[src/fpm_cfg.svh]
`ifndef FPM_CFG_SVH
`define FPM_CFG_SVH

// ==========================================================
// Register indices (byte address is four times the index)
`define FPM_IDX_LED_SELECT    8'h14
`define FPM_IDX_A_CONTROL     8'h42
`define FPM_IDX_A_CONNECTION  8'h43
`define FPM_IDX_B_CONTROL     8'h44
`define FPM_IDX_B_CONNECTION  8'h45
`define FPM_IDX_GLOBAL_BUFFER 8'h58

// ==========================================================
// Path connection word encodings
`define FPM_CONN_NORMAL       16'hada5
`define FPM_CONN_BPF_BYPASS   16'hae65
`define FPM_CONN_FULL_BYPASS  16'hb065

// ==========================================================
// Field positions
`define FPM_SETUP_MSB         15
`define FPM_SETUP_LSB         10
`define FPM_GAIN_BIT          9
`define FPM_INT_BUF_BIT       7
`define FPM_VREF_MSB          5
`define FPM_VREF_LSB          4
`define FPM_MASTER_BUF_BIT    7
`define FPM_LED_FIELD_WIDTH   2

// ==========================================================
// Reset values
`define FPM_RST_CONTROL       16'h1c30
`define FPM_RST_CONNECTION    16'hada5
`define FPM_RST_GLOBAL        16'h0000
`define FPM_RST_LED_SELECT    16'h0005
`define FPM_SETUP_IGNORED     6'h00
`define FPM_RST_SETUP         6'h07
`define FPM_RST_VREF          2'h3
`define FPM_RST_PD_CONNECT    2'h3
`define FPM_LED_DISCONNECTED  2'h0

`endif

[src/fpm_pkg.sv]
`default_nettype none

package fpm_pkg;

	// ==========================================================
	// Bus handshake states
	typedef enum logic [0:0] {
		FPM_BUS_IDLE = 1'b0,
		FPM_BUS_ACK  = 1'b1
	} fpm_bus_e;

	// ==========================================================
	// Decoded receive path of one slot
	typedef enum logic [1:0] {
		FPM_PATH_NORMAL      = 2'b00,
		FPM_PATH_BPF_BYPASS  = 2'b01,
		FPM_PATH_FULL_BYPASS = 2'b10,
		FPM_PATH_OTHER       = 2'b11
	} fpm_path_e;

	// Register select produced by the address decoder
	typedef enum logic [2:0] {
		FPM_SEL_NONE   = 3'b000,
		FPM_SEL_A_CTRL = 3'b001,
		FPM_SEL_A_CONN = 3'b010,
		FPM_SEL_B_CTRL = 3'b011,
		FPM_SEL_B_CONN = 3'b100,
		FPM_SEL_GLOBAL = 3'b101,
		FPM_SEL_LED    = 3'b110
	} fpm_sel_e;

	// ==========================================================
	// Whole module state; index 0 is slot A, index 1 slot B
	typedef struct packed {
		fpm_bus_e          busState;
		logic [31:0]       readData;
		logic [1:0][15:0]  control;
		logic [1:0][15:0]  connection;
		logic [15:0]       globalBuffer;
		logic [15:0]       ledSelect;
		logic [1:0]        bpfBypass;
		logic [1:0]        intBypass;
		logic [1:0]        bufferMode;
		logic [1:0]        bufferGain;
		logic [1:0][5:0]   intSetup;
		logic [1:0][1:0]   vrefSelect;
		logic [1:0]        pulseConnect;
		logic [1:0]        pdConnect;
		logic [1:0]        ledEnable;
	} fpm_state_s;

endpackage

`default_nettype wire

[src/fpm_path_config.sv]
// The Avalon-MM register port was chosen for this implementation.
`timescale 1ns/1ps
`default_nettype none
`include "fpm_cfg.svh"

module fpm_path_config (
	input  wire logic              clk,
	input  wire logic              reset,
	input  wire logic [9:0]        address,
	input  wire logic              read,
	input  wire logic              write,
	input  wire logic [3:0]        byteenable,
	input  wire logic [31:0]       writedata,
	output logic      [31:0]       readdata,
	output logic                   waitrequest,
	input  wire logic [1:0]        ledPulseTiming,
	output logic      [1:0]        bandPassFilterBypass,
	output logic      [1:0]        integratorBypass,
	output logic      [1:0]        integratorBufferSelect,
	output logic      [1:0]        bufferGainSelect,
	output logic      [1:0][5:0]   integratorSetup,
	output logic      [1:0][1:0]   amplifierReferenceSelect,
	output logic      [1:0]        pulseConnectActive,
	output logic      [1:0]        photodiodeConnect,
	output logic      [1:0]        ledPulseEnable
);

	// ==========================================================
	// Decoding helpers
	// Only whole-word index matches select; low address bits are ignored
	function automatic fpm_pkg::fpm_sel_e regSelect(input logic [9:0] addr);
		fpm_pkg::fpm_sel_e sel;
		sel = fpm_pkg::FPM_SEL_NONE;
		case (addr[9:2])
			`FPM_IDX_A_CONTROL:     sel = fpm_pkg::FPM_SEL_A_CTRL;
			`FPM_IDX_A_CONNECTION:  sel = fpm_pkg::FPM_SEL_A_CONN;
			`FPM_IDX_B_CONTROL:     sel = fpm_pkg::FPM_SEL_B_CTRL;
			`FPM_IDX_B_CONNECTION:  sel = fpm_pkg::FPM_SEL_B_CONN;
			`FPM_IDX_GLOBAL_BUFFER: sel = fpm_pkg::FPM_SEL_GLOBAL;
			`FPM_IDX_LED_SELECT:    sel = fpm_pkg::FPM_SEL_LED;
			default:                sel = fpm_pkg::FPM_SEL_NONE;
		endcase
		return sel;
	endfunction

	// Unknown words fall to OTHER, which keeps the full chain in place
	function automatic fpm_pkg::fpm_path_e pathDecode(input logic [15:0] word);
		fpm_pkg::fpm_path_e mode;
		mode = fpm_pkg::FPM_PATH_OTHER;
		case (word)
			`FPM_CONN_NORMAL:      mode = fpm_pkg::FPM_PATH_NORMAL;
			`FPM_CONN_BPF_BYPASS:  mode = fpm_pkg::FPM_PATH_BPF_BYPASS;
			`FPM_CONN_FULL_BYPASS: mode = fpm_pkg::FPM_PATH_FULL_BYPASS;
			default:               mode = fpm_pkg::FPM_PATH_OTHER;
		endcase
		return mode;
	endfunction

	// Merge the two low byte lanes of a write into a stored word
	function automatic logic [15:0] laneMerge(input logic [15:0] old,
	                                          input logic [31:0] data,
	                                          input logic [3:0]  be);
		logic [15:0] merged;
		merged = old;
		if (be[0]) begin
			merged[7:0] = data[7:0];
		end
		if (be[1]) begin
			merged[15:8] = data[15:8];
		end
		return merged;
	endfunction

	// ==========================================================
	// State
	fpm_pkg::fpm_state_s state_q;
	fpm_pkg::fpm_state_s state_d;
	fpm_pkg::fpm_sel_e   sel;
	logic                request;

	assign sel     = regSelect(address);
	assign request = read | write;

	// One wait cycle per access; released in the acknowledge state
	assign waitrequest = request & (state_q.busState != fpm_pkg::FPM_BUS_ACK);

	// ==========================================================
	// Next state: bus slave, register file and path decode
	always_comb begin
		fpm_pkg::fpm_path_e mode;
		logic [15:0]        word;
		logic               ledOff;
		mode    = fpm_pkg::FPM_PATH_OTHER;
		word    = 16'h0000;
		ledOff  = 1'b0;
		state_d = state_q;

		// Bus handshake and read capture
		case (state_q.busState)
			fpm_pkg::FPM_BUS_IDLE: begin
				if (request) begin
					state_d.busState = fpm_pkg::FPM_BUS_ACK;
					state_d.readData = 32'h0000_0000;
					case (sel)
						fpm_pkg::FPM_SEL_A_CTRL: word = state_q.control[0];
						fpm_pkg::FPM_SEL_A_CONN: word = state_q.connection[0];
						fpm_pkg::FPM_SEL_B_CTRL: word = state_q.control[1];
						fpm_pkg::FPM_SEL_B_CONN: word = state_q.connection[1];
						fpm_pkg::FPM_SEL_GLOBAL: word = state_q.globalBuffer;
						fpm_pkg::FPM_SEL_LED:    word = state_q.ledSelect;
						default:                 word = 16'h0000;
					endcase
					if (read) begin
						state_d.readData = {16'h0000, word};
					end
				end
			end
			fpm_pkg::FPM_BUS_ACK: begin
				state_d.busState = fpm_pkg::FPM_BUS_IDLE;
				// Write commits only on the edge where waitrequest is low
				if (write) begin
					case (sel)
						fpm_pkg::FPM_SEL_A_CTRL:
							state_d.control[0] = laneMerge(state_q.control[0],
								writedata, byteenable);
						fpm_pkg::FPM_SEL_A_CONN:
							state_d.connection[0] = laneMerge(state_q.connection[0],
								writedata, byteenable);
						fpm_pkg::FPM_SEL_B_CTRL:
							state_d.control[1] = laneMerge(state_q.control[1],
								writedata, byteenable);
						fpm_pkg::FPM_SEL_B_CONN:
							state_d.connection[1] = laneMerge(state_q.connection[1],
								writedata, byteenable);
						fpm_pkg::FPM_SEL_GLOBAL:
							state_d.globalBuffer = laneMerge(state_q.globalBuffer,
								writedata, byteenable);
						fpm_pkg::FPM_SEL_LED:
							state_d.ledSelect = laneMerge(state_q.ledSelect,
								writedata, byteenable);
						default: begin
							// Unmapped writes are dropped
						end
					endcase
				end
			end
			default: begin
				state_d.busState = fpm_pkg::FPM_BUS_IDLE;
			end
		endcase

		// Decode from the next register values so outputs move with the write edge
		for (int i = 0; i < 2; i++) begin
			mode   = pathDecode(state_d.connection[i]);
			ledOff = (state_d.ledSelect[i*`FPM_LED_FIELD_WIDTH +: `FPM_LED_FIELD_WIDTH]
				== `FPM_LED_DISCONNECTED);
			state_d.bpfBypass[i] = (mode == fpm_pkg::FPM_PATH_BPF_BYPASS) ||
				(mode == fpm_pkg::FPM_PATH_FULL_BYPASS);
			state_d.intBypass[i] = (mode == fpm_pkg::FPM_PATH_FULL_BYPASS);
			// Buffer use needs slot bit, master enable and the buffer-capable path
			state_d.bufferMode[i] = state_d.control[i][`FPM_INT_BUF_BIT] &&
				state_d.globalBuffer[`FPM_MASTER_BUF_BIT] &&
				(mode == fpm_pkg::FPM_PATH_BPF_BYPASS);
			state_d.bufferGain[i] = state_d.control[i][`FPM_GAIN_BIT];
			// Setup field only reaches the integrator with the normal connection word
			if (mode == fpm_pkg::FPM_PATH_NORMAL) begin
				state_d.intSetup[i] =
					state_d.control[i][`FPM_SETUP_MSB:`FPM_SETUP_LSB];
			end else begin
				state_d.intSetup[i] = `FPM_SETUP_IGNORED;
			end
			state_d.vrefSelect[i] = state_d.control[i][`FPM_VREF_MSB:`FPM_VREF_LSB];
			state_d.pulseConnect[i] = (mode == fpm_pkg::FPM_PATH_NORMAL) && ledOff;
			// Pulse timing moves to the photodiode switch, LED stays dark
			if (state_d.pulseConnect[i]) begin
				state_d.pdConnect[i] = ledPulseTiming[i];
				state_d.ledEnable[i] = 1'b0;
			end else begin
				state_d.pdConnect[i] = 1'b1;
				state_d.ledEnable[i] = ledPulseTiming[i] && !ledOff;
			end
		end
	end

	// ==========================================================
	// State register; reset values match the normal sampling setup
	always_ff @(posedge clk or posedge reset) begin
		if (reset) begin
			state_q.busState      <= fpm_pkg::FPM_BUS_IDLE;
			state_q.readData      <= 32'h0000_0000;
			state_q.control       <= {`FPM_RST_CONTROL, `FPM_RST_CONTROL};
			state_q.connection    <= {`FPM_RST_CONNECTION, `FPM_RST_CONNECTION};
			state_q.globalBuffer  <= `FPM_RST_GLOBAL;
			state_q.ledSelect     <= `FPM_RST_LED_SELECT;
			state_q.bpfBypass     <= 2'h0;
			state_q.intBypass     <= 2'h0;
			state_q.bufferMode    <= 2'h0;
			state_q.bufferGain    <= 2'h0;
			state_q.intSetup      <= {2{`FPM_RST_SETUP}};
			state_q.vrefSelect    <= {2{`FPM_RST_VREF}};
			state_q.pulseConnect  <= 2'h0;
			state_q.pdConnect     <= `FPM_RST_PD_CONNECT;
			state_q.ledEnable     <= 2'h0;
		end else begin
			state_q <= state_d;
		end
	end

	// ==========================================================
	// Outputs straight from the state register
	assign readdata                 = state_q.readData;
	assign bandPassFilterBypass     = state_q.bpfBypass;
	assign integratorBypass         = state_q.intBypass;
	assign integratorBufferSelect   = state_q.bufferMode;
	assign bufferGainSelect         = state_q.bufferGain;
	assign integratorSetup          = state_q.intSetup;
	assign amplifierReferenceSelect = state_q.vrefSelect;
	assign pulseConnectActive       = state_q.pulseConnect;
	assign photodiodeConnect        = state_q.pdConnect;
	assign ledPulseEnable           = state_q.ledEnable;
endmodule

`default_nettype wire

[config.mk]
export PLATFORM = sky130hd
export DESIGN_NAME = fpm_path_config
export DESIGN_NICKNAME = d
export VERILOG_FILES = /design/src/fpm_pkg.sv /design/src/fpm_path_config.sv
export VERILOG_INCLUDE_DIRS = /design/src
export SDC_FILE = /design/constraint.sdc
export NUM_CORES = 1
export LEC_CHECK = 0
export ABC_AREA = 1
export BUFFER_PORTS_ARGS = -buffer_cell sky130_fd_sc_hd__buf_2
export CORE_MARGIN = 1
export CORE_UTILIZATION = 30
export DETAILED_ROUTE_END_ITERATION = 8
export RECOVER_POWER = 25
export SYNTH_ARGS = -nofsm -noshare
export SYNTH_HDL_FRONTEND = slang
export SYNTH_SLANG_ARGS = --single-unit
[constraint.sdc]
create_clock -name clk -period 4.9 [get_ports clk]
set_clock_uncertainty 0.15 [all_clocks]
set_input_delay 0.98 -clock clk [delete_from_list [all_inputs] [get_ports clk]]
set_output_delay 0.98 -clock clk [all_outputs]
set_load 0.05 [all_outputs]
# Word-level counts from Yosys, hierarchy flattened
# Cells that the tools add are included.
# totals
register_bits,159
in_bits,52
out_inout_bits,63
wordCells,110
# classes
eq_ne,22
n_mux,33
n_bitwise,3
n_reduce_logical,25
# ops
op,n
$mux 96,2
$mux 16,7
$eq 16x16->1 const B,6
$mux 8,12
$pmux 16 s6,1
$eq 8x7->1 const B,5
$mux 33,1
$reduce_and 4->1,8
$pmux 3 s6,1
$mux 6,2
$pmux 2 s3,2
$eq 3x3->1 const B,3
$eq 8x5->1 const B,1
$logic_and 1x1->1,8
$logic_not 2->1,4
$eq 3x2->1 const B,2
$eq 2x1->1 const B,2
$eq 2x2->1 const B,2
$mux 1,4
$eq 3x1->1 const B,1
$logic_not 1->1,2
$logic_or 1x1->1,2
$pmux 1 s2,1
$reduce_and 2->1,1
3 further kinds,3

# Longest topological paths before layout
# Gate-level depths: netlist of the first run.
# logic_depth
ltp_word,11
mapped_depth,18
depth_no_buf,17

# Worst setup path after synthesis of the first run
# Ideal clock, no wire load.
# synth_timing
path_kind,input -> register
startpoint,input port read
endpoint,"register state_q, in the netlist readdata[0]"
setup_time_ns,0.066
t_arrival_ns,2.906
required_time_ns,4.684
slack_ns,1.778
stages,7
path_buffers,1
path_cell_list,inv_1 > a21oi_1 > clkinv_1 > nor2_1 > clkbuf_1 > o21ai_0 > nand2_1
# synth_between
elab_chain_len,2
elab_cells_between_ends,3
# synth_rtl
item,line,source
"start, declared",fpm_path_config.sv:10,"input wire logic read,"
$or 1x1->1,fpm_path_config.sv:82,assign request = read | write;
$reduce_and 2->1 (no line),--,
"end signal, assigned",fpm_path_config.sv:205,state_q <= state_d;
"end, declared",fpm_path_config.sv:76,fpm_pkg::fpm_state_s state_q;
# Several ways; a longest one is shown, not always the timed one.
# A chain may end at the register's enable or synchronous reset.

==> results of run 1 <==
## through the flow
step                cells  total power [mW]
global route         1203             2.666
CTS                  1203             2.601
detailed placement   1171             1.339
global placement     1171             1.337
finish               1204             2.571
floorplan             884             1.298
## area by class of cell
class	instances	area (sq um)	share of cell area, %
Sequential cell	137	3476	44.33
Multi-Input combinational cell	539	2516	32.09
Clock buffer	25	485.5	6.191
Inverter	124	466.7	5.952
Timing Repair Buffer	86	446.7	5.697
Tap cell	285	356.6	4.548
Clock inverter	7	91.34	1.165
Antenna cell	1	2.502	0.03191
## metal layers
layer | GRT usage, % | up-vias
li1 | - | 2724
met1 | 23.03 | 2562
met4 | 5.281 | 0
met2 | 24.37 | 158
met3 | 4.147 | 28
met5 | 0 | -
## cell families after synthesis
logic type / Yosys count / share of synthesized area [%]
flops: 137 / 49.78
other cells: 1 / 0.05370
simple gates: 390 / 23.79
buf+inv: 208 / 15.00
compound gates: 127 / 10.30
fa+ha+maj: 6 / 1.075
## power by group
group	switching, mW	leakage [nW]	total, mW	internal, mW
sequential	0.00720	1.71	1.16	1.15
clock	0.466	0.281	1.25	0.788
combinational	0.129	2.03	0.159	0.0295
## worst max-delay path by stage
| stage | from | to | slack, ns | cells past startpoint |
|---|---|---|---|---|
| after global placement | address[5] | integratorBufferSelect[1] | 1.29 | 10 |
| final | reset | readdata[11] | 1.46 | 3 |
| after floorplan | reset | bandPassFilterBypass[0] | 0.17 | 1 |
| after CTS | address[5] | integratorBufferSelect[1] | 1.69 | 10 |
| after global routing | reset | state_q[44] | 0.88 | 3 |
| after detailed placement | address[5] | integratorBufferSelect[1] | 1.26 | 10 |
## state kept, by name, summed over array words and instances (netlist names)
| register | count |
|---|---|
| integratorSetup | 12 |
| integratorBufferSelect | 2 |
| integratorBypass | 2 |
| bufferGainSelect | 1 |
| readdata | 16 |
| bandPassFilterBypass | 2 |
| amplifierReferenceSelect | 2 |
| photodiodeConnect | 2 |
| pulseConnectActive | 2 |
| state_q | 94 |
| ledPulseEnable | 2 |
## critical path: cells and delay by family
kind                   cells  cell delay (ns)
buffers and inverters      3             2.70
## cell usage in the layout, fill, tap and decap left out, types with 17 or more instances in the layout
cell type	n
buf_2	77
clkbuf_16	17
dfrtp_1	99
dfstp_2	38
inv_1	109
nand2_1	268
nand4_1	20
nor2_1	65
o21ai_0	70
o21ai_1	21
==> results.cfg, run 1 <==
[placement]
io_buffers = 78
dp_hpwl_mm = 13.54
place_area_sq_um = 7269
place.gp.congestion = 0.8150
dp_slack_ns = 1.261

[die]
die_w_um = 154.6
rows = 55
ios = 115
die_h_um = 154.6
core_sq_um = 22710
dieArea_sq_um = 23890
start_util_pct = 30.75

[yosys]
yosys.area.top_type = dfrtp_1
yosys-top-cells-area = dfrtp_1 35%, nand2_1 14%, dfstp_2 14%
yosysWarnings = 0
syn_inst = 869
seq_area_frac_synth_pct = 49.78
async_reset_ff_share_pct = 100.0
synth_common_cells = 268 x nand2_1, 110 x inv_1, 99 x dfrtp_1
synth_ff_type = dfrtp_1
synth_top_area_share_pct = 35.48
avgSynthCellArea_sq_um = 8.036
synth_edf_count = 0
synth_most_common_cell = nand2_1
ys_types = 34
synth_area_sq_um = 6983
synth-seq-cells = 137

[routing]
top_layer_used = met4
route.final.wire_length_mm = 18.47
wl_met3_mm = 1.096
wl_met2_mm = 7.937
wl_per_cell_um = 15.34
wl_met1_mm = 9.085
ant_nets = 0
firstDrtPassIters = 5
via_count = 5472
drc = 0
route.detailed.vias_per_inst = 4.545
drtIter0Drc = 456

[timing]
slew_headroom_pct = -102.6
worst_slack_ns = 1.457
fin_crit_ns = 3.443
setup_viol = 0
finalMaxSlewViolations = 68
hold_viol = 0
fin_crit_sh_pct = 70.27
hold_ws_ns = 0.3231
grt_setup_unrepaired = false
worst_pin_slew_ns = 3.023
tns_ns = 0
fmax_ghz = 0.2904

[worst_setup_path]
arrival_ns = 3.72
r2r-end = integratorSetup[0]
worst_path_max_delay_cell = clkinvlp_2
cp_data_required_time_ns = 5.18
reg2reg_slack_ns = 2.07
r2r_cells = 13
cp-start-kind = primary input
critPathMaxStageDelay_ns = 1.69
critPathKind = primary input to asynchronous set/reset pin
critPathCaptureType = asynchronous set/reset pin
cp_cell_sequence = buf_2 > clkinvlp_2 > clkbuf_2
crit_fanout = 67
timing.rr.start = state_q[158]

[grt]
antenna_found_initial = 1
overflow = 0
grt_pass1_vias = 5373
grt_max_degree = 68
grt_pass1_wl_mm = 29.69
grt_use_total_pct = 16.33

[cts]
h-tree-depth = 4
path_clk_slew_ns = 0.05
cts_resized = 0
ctsHoldBuffers = 0
clock_latency_ns = 0.42
cts_buffers = 17
cts-root-buf = clkbuf_16
cts_setup_buffers = 0
cts_tree = done
clk_path_buf_depth = 2
clock_sinks = 137

[power]
max-vdd-ir-drop_v = 0.0002175
total_leakage_power_nw = 4.022
p_per_area_nw_per_um2 = 327.9

[run]
cap_violations = 1

[cells_and_area]
drive_gt1_share_pct = 20.37
fin_area_sq_um = 7841
areaGrowthSynthToFinish_pct = 12.29
fin_util_pct = 34.53
fin_nets = 963
n_fill_cell = 2429

[min_path]
hp-start = readdata[11]
hold_path_class = register to register
min_path_cells = 2
holdPathEnd = readdata[11]

[status]
status = finished with violations
failed_checks = max-capacitance violations, max-slew violations
(Power assumes the default switching activity.)
==> run 2: changes to the inputs <==
Clock period 4.9 ns to 3.5 ns, I/O delays scaled along.
==> run 2 against run 1 <==
  * The flow still finishes with violations (max-capacitance violations, max-slew violations)
  * Global-route usage increased by 0.48 points
  * Sequential power grew 40%
  * Utilization up 0.82 points
  * Combinational power is 43% higher
  * Clock-buffer cell count decreased by 7
  * Final cell count is 1.2% higher
  * Largest cell class unchanged
  * Highest routed layer is now met5
==> results.cfg, run 2 (synthesis gave the netlist of run 1 again) <==
[cts]
cts_buffers = 17
ctsHoldBuffers = 0
cts_setup_buffers = 0
cts_resized = 0
cts_tree = done
cts-root-buf = clkbuf_16
path_clk_slew_ns = 0.06
clock_latency_ns = 0.43
clk_path_buf_depth = 2
clock_sinks = 137
h-tree-depth = 4

[placement]
dp_hpwl_mm = 13.95
place.gp.congestion = 0.8318
io_buffers = 78

[die]
die_h_um = 154.6
start_util_pct = 30.75
core_sq_um = 22710
dieArea_sq_um = 23890
rows = 55
ios = 115
die_w_um = 154.6

[grt]
grt_use_total_pct = 16.81
antenna_found_initial = 1
overflow = 0
grt_max_degree = 138
grt_pass1_wl_mm = 30.15
grt_pass1_vias = 5365

[cells_and_area]
diodes = 0
largest_register_ffs = 94
drive_gt1_share_pct = 22.08
most-common-layout-cells = 268 x nand2_1, 109 x inv_1, 99 x dfrtp_1
fin_nets = 978
largest-register = state_q
n_fill_cell = 2428
layout.cells.most_common = nand2_1
register_area_sq_um = 3476
multi_input_area_sq_um = 2516
areaGrowthSynthToFinish_pct = 14.96

[timing]
slew_headroom_pct = -25.46
fin_crit_ns = 2.846
worst_pin_slew_ns = 1.882
tns_ns = 0
fin_crit_sh_pct = 81.31
finalMaxSlewViolations = 138
hold_viol = 0
fmax_ghz = 0.3514
setup_viol = 0
grt_setup_unrepaired = false

[power]
p_per_area_nw_per_um2 = 470.4
total_power_mw = 3.776
total_leakage_power_nw = 4.122
p_clk_share_pct = 51.0
p_int_mw = 2.870
max-vdd-ir-drop_v = 0.0003358
p_sw_uw = 906.2
swShare_pct = 24.00
power.share.sequential_pct = 42.9
p_comb_share_pct = 6.0

[worst_setup_path]
cp-startpoint = write
cp_data_required_time_ns = 3.71
critPathCaptureType = register
critPathKind = primary input to register
crit_fanout = 18
timing.rr.start = state_q[158]
arrival_ns = 3.06
reg2reg_slack_ns = 0.67
cp-start-kind = primary input

[routing]
route.final.wire_length_mm = 18.72
ant_nets = 0
via_count = 5581
firstDrtPassIters = 5
drtIter0Drc = 403
route.detailed.vias_per_inst = 4.582
drc = 0
wl_per_cell_um = 15.37

[run]
cap_violations = 1

[status]
status = finished with violations
failed_checks = max-capacitance violations, max-slew violations

[min_path]
hold_path_class = register to register
hp-start = readdata[2]
==> run 2: cell types whose count changed in the layout (fill, tap and decap cells not counted), sizes merged <==
cell,before,now
diode,1,0
clkbuf,27,21
buf,84,98
inv,119,120
clkinvlp,2,3
clkinv,8,11
bufinv,2,4
==> run 2: routing by layer <==
layer / up-vias / track usage, % / share of wire, %
li1: 2750 / - / -
met1: 2633 / 24.05 / 49
met2: 167 / 23.90 / 42
met3: 29 / 4.679 / 6.7
met4: 2 / 6.459 / 2.2
met5: - / 0 / 0.053
==> run 2: final cells by class <==
class,count,share of cell area [%]
clock buffers,18,5.471
clock inverters,14,2.463
inverters,124,5.845
multi-input cells,539,31.34
flip-flops and latches,137,43.30
well taps,285,4.442
repair buffers,101,7.138
==> run 2: power by group through the flow <==
stage	Sequential (mW)	Clock, mW	Combinational, mW
after floorplan	1.64	0	0.173
after global placement	1.65	0	0.232
after detailed placement	1.65	0	0.234
after CTS	1.62	1.96	0.235
after global routing	1.62	2.03	0.254
final	1.62	1.93	0.228
==> run 2: path summary, 6_finish.rpt <==
path | end | depth (start not counted)
max in group asynchronous | integratorSetup[10] | 3
min reg2reg | readdata[2] | 2
max | integratorSetup[2] | 14
max reg2reg | integratorSetup[2] | 13
min in group asynchronous | readdata[7] | 3
min | readdata[2] | 2
==> run 2: worst max-delay path, cell delays in order <==
cell and delay, ns:
clkbuf_1 0.10, nand2_2 0.16, nor2_4 0.39, nand3_4 0.27
o21ai_1 0.25, nand2_1 0.07, nor2_1 0.16, nand2_1 0.13
nor2_2 0.19, inv_1 0.09, ha_1 0.20, nand2_1 0.10
nand2_2 0.12, nor2_1 0.13
==> run 2: through the flow <==
step | instances | utilization (%) | hold WS (ns) | setup slack (ns) | instance area, sq um
after CTS | 1218 | 35.42 | 0.3302 | 0.6594 | 8043
after global routing | 1218 | 35.35 | 0.3511 | 0.3963 | 8028
final | 1218 | 35.35 | 0.3236 | 0.6540 | 8028
after global placement | 1186 | 32.61 | 0.3078 | 0.3200 | 7406
after floorplan | 884 | - | 0.3001 | 0.6580 | 7043
after detailed placement | 1186 | 32.61 | 0.3143 | 0.2672 | 7406
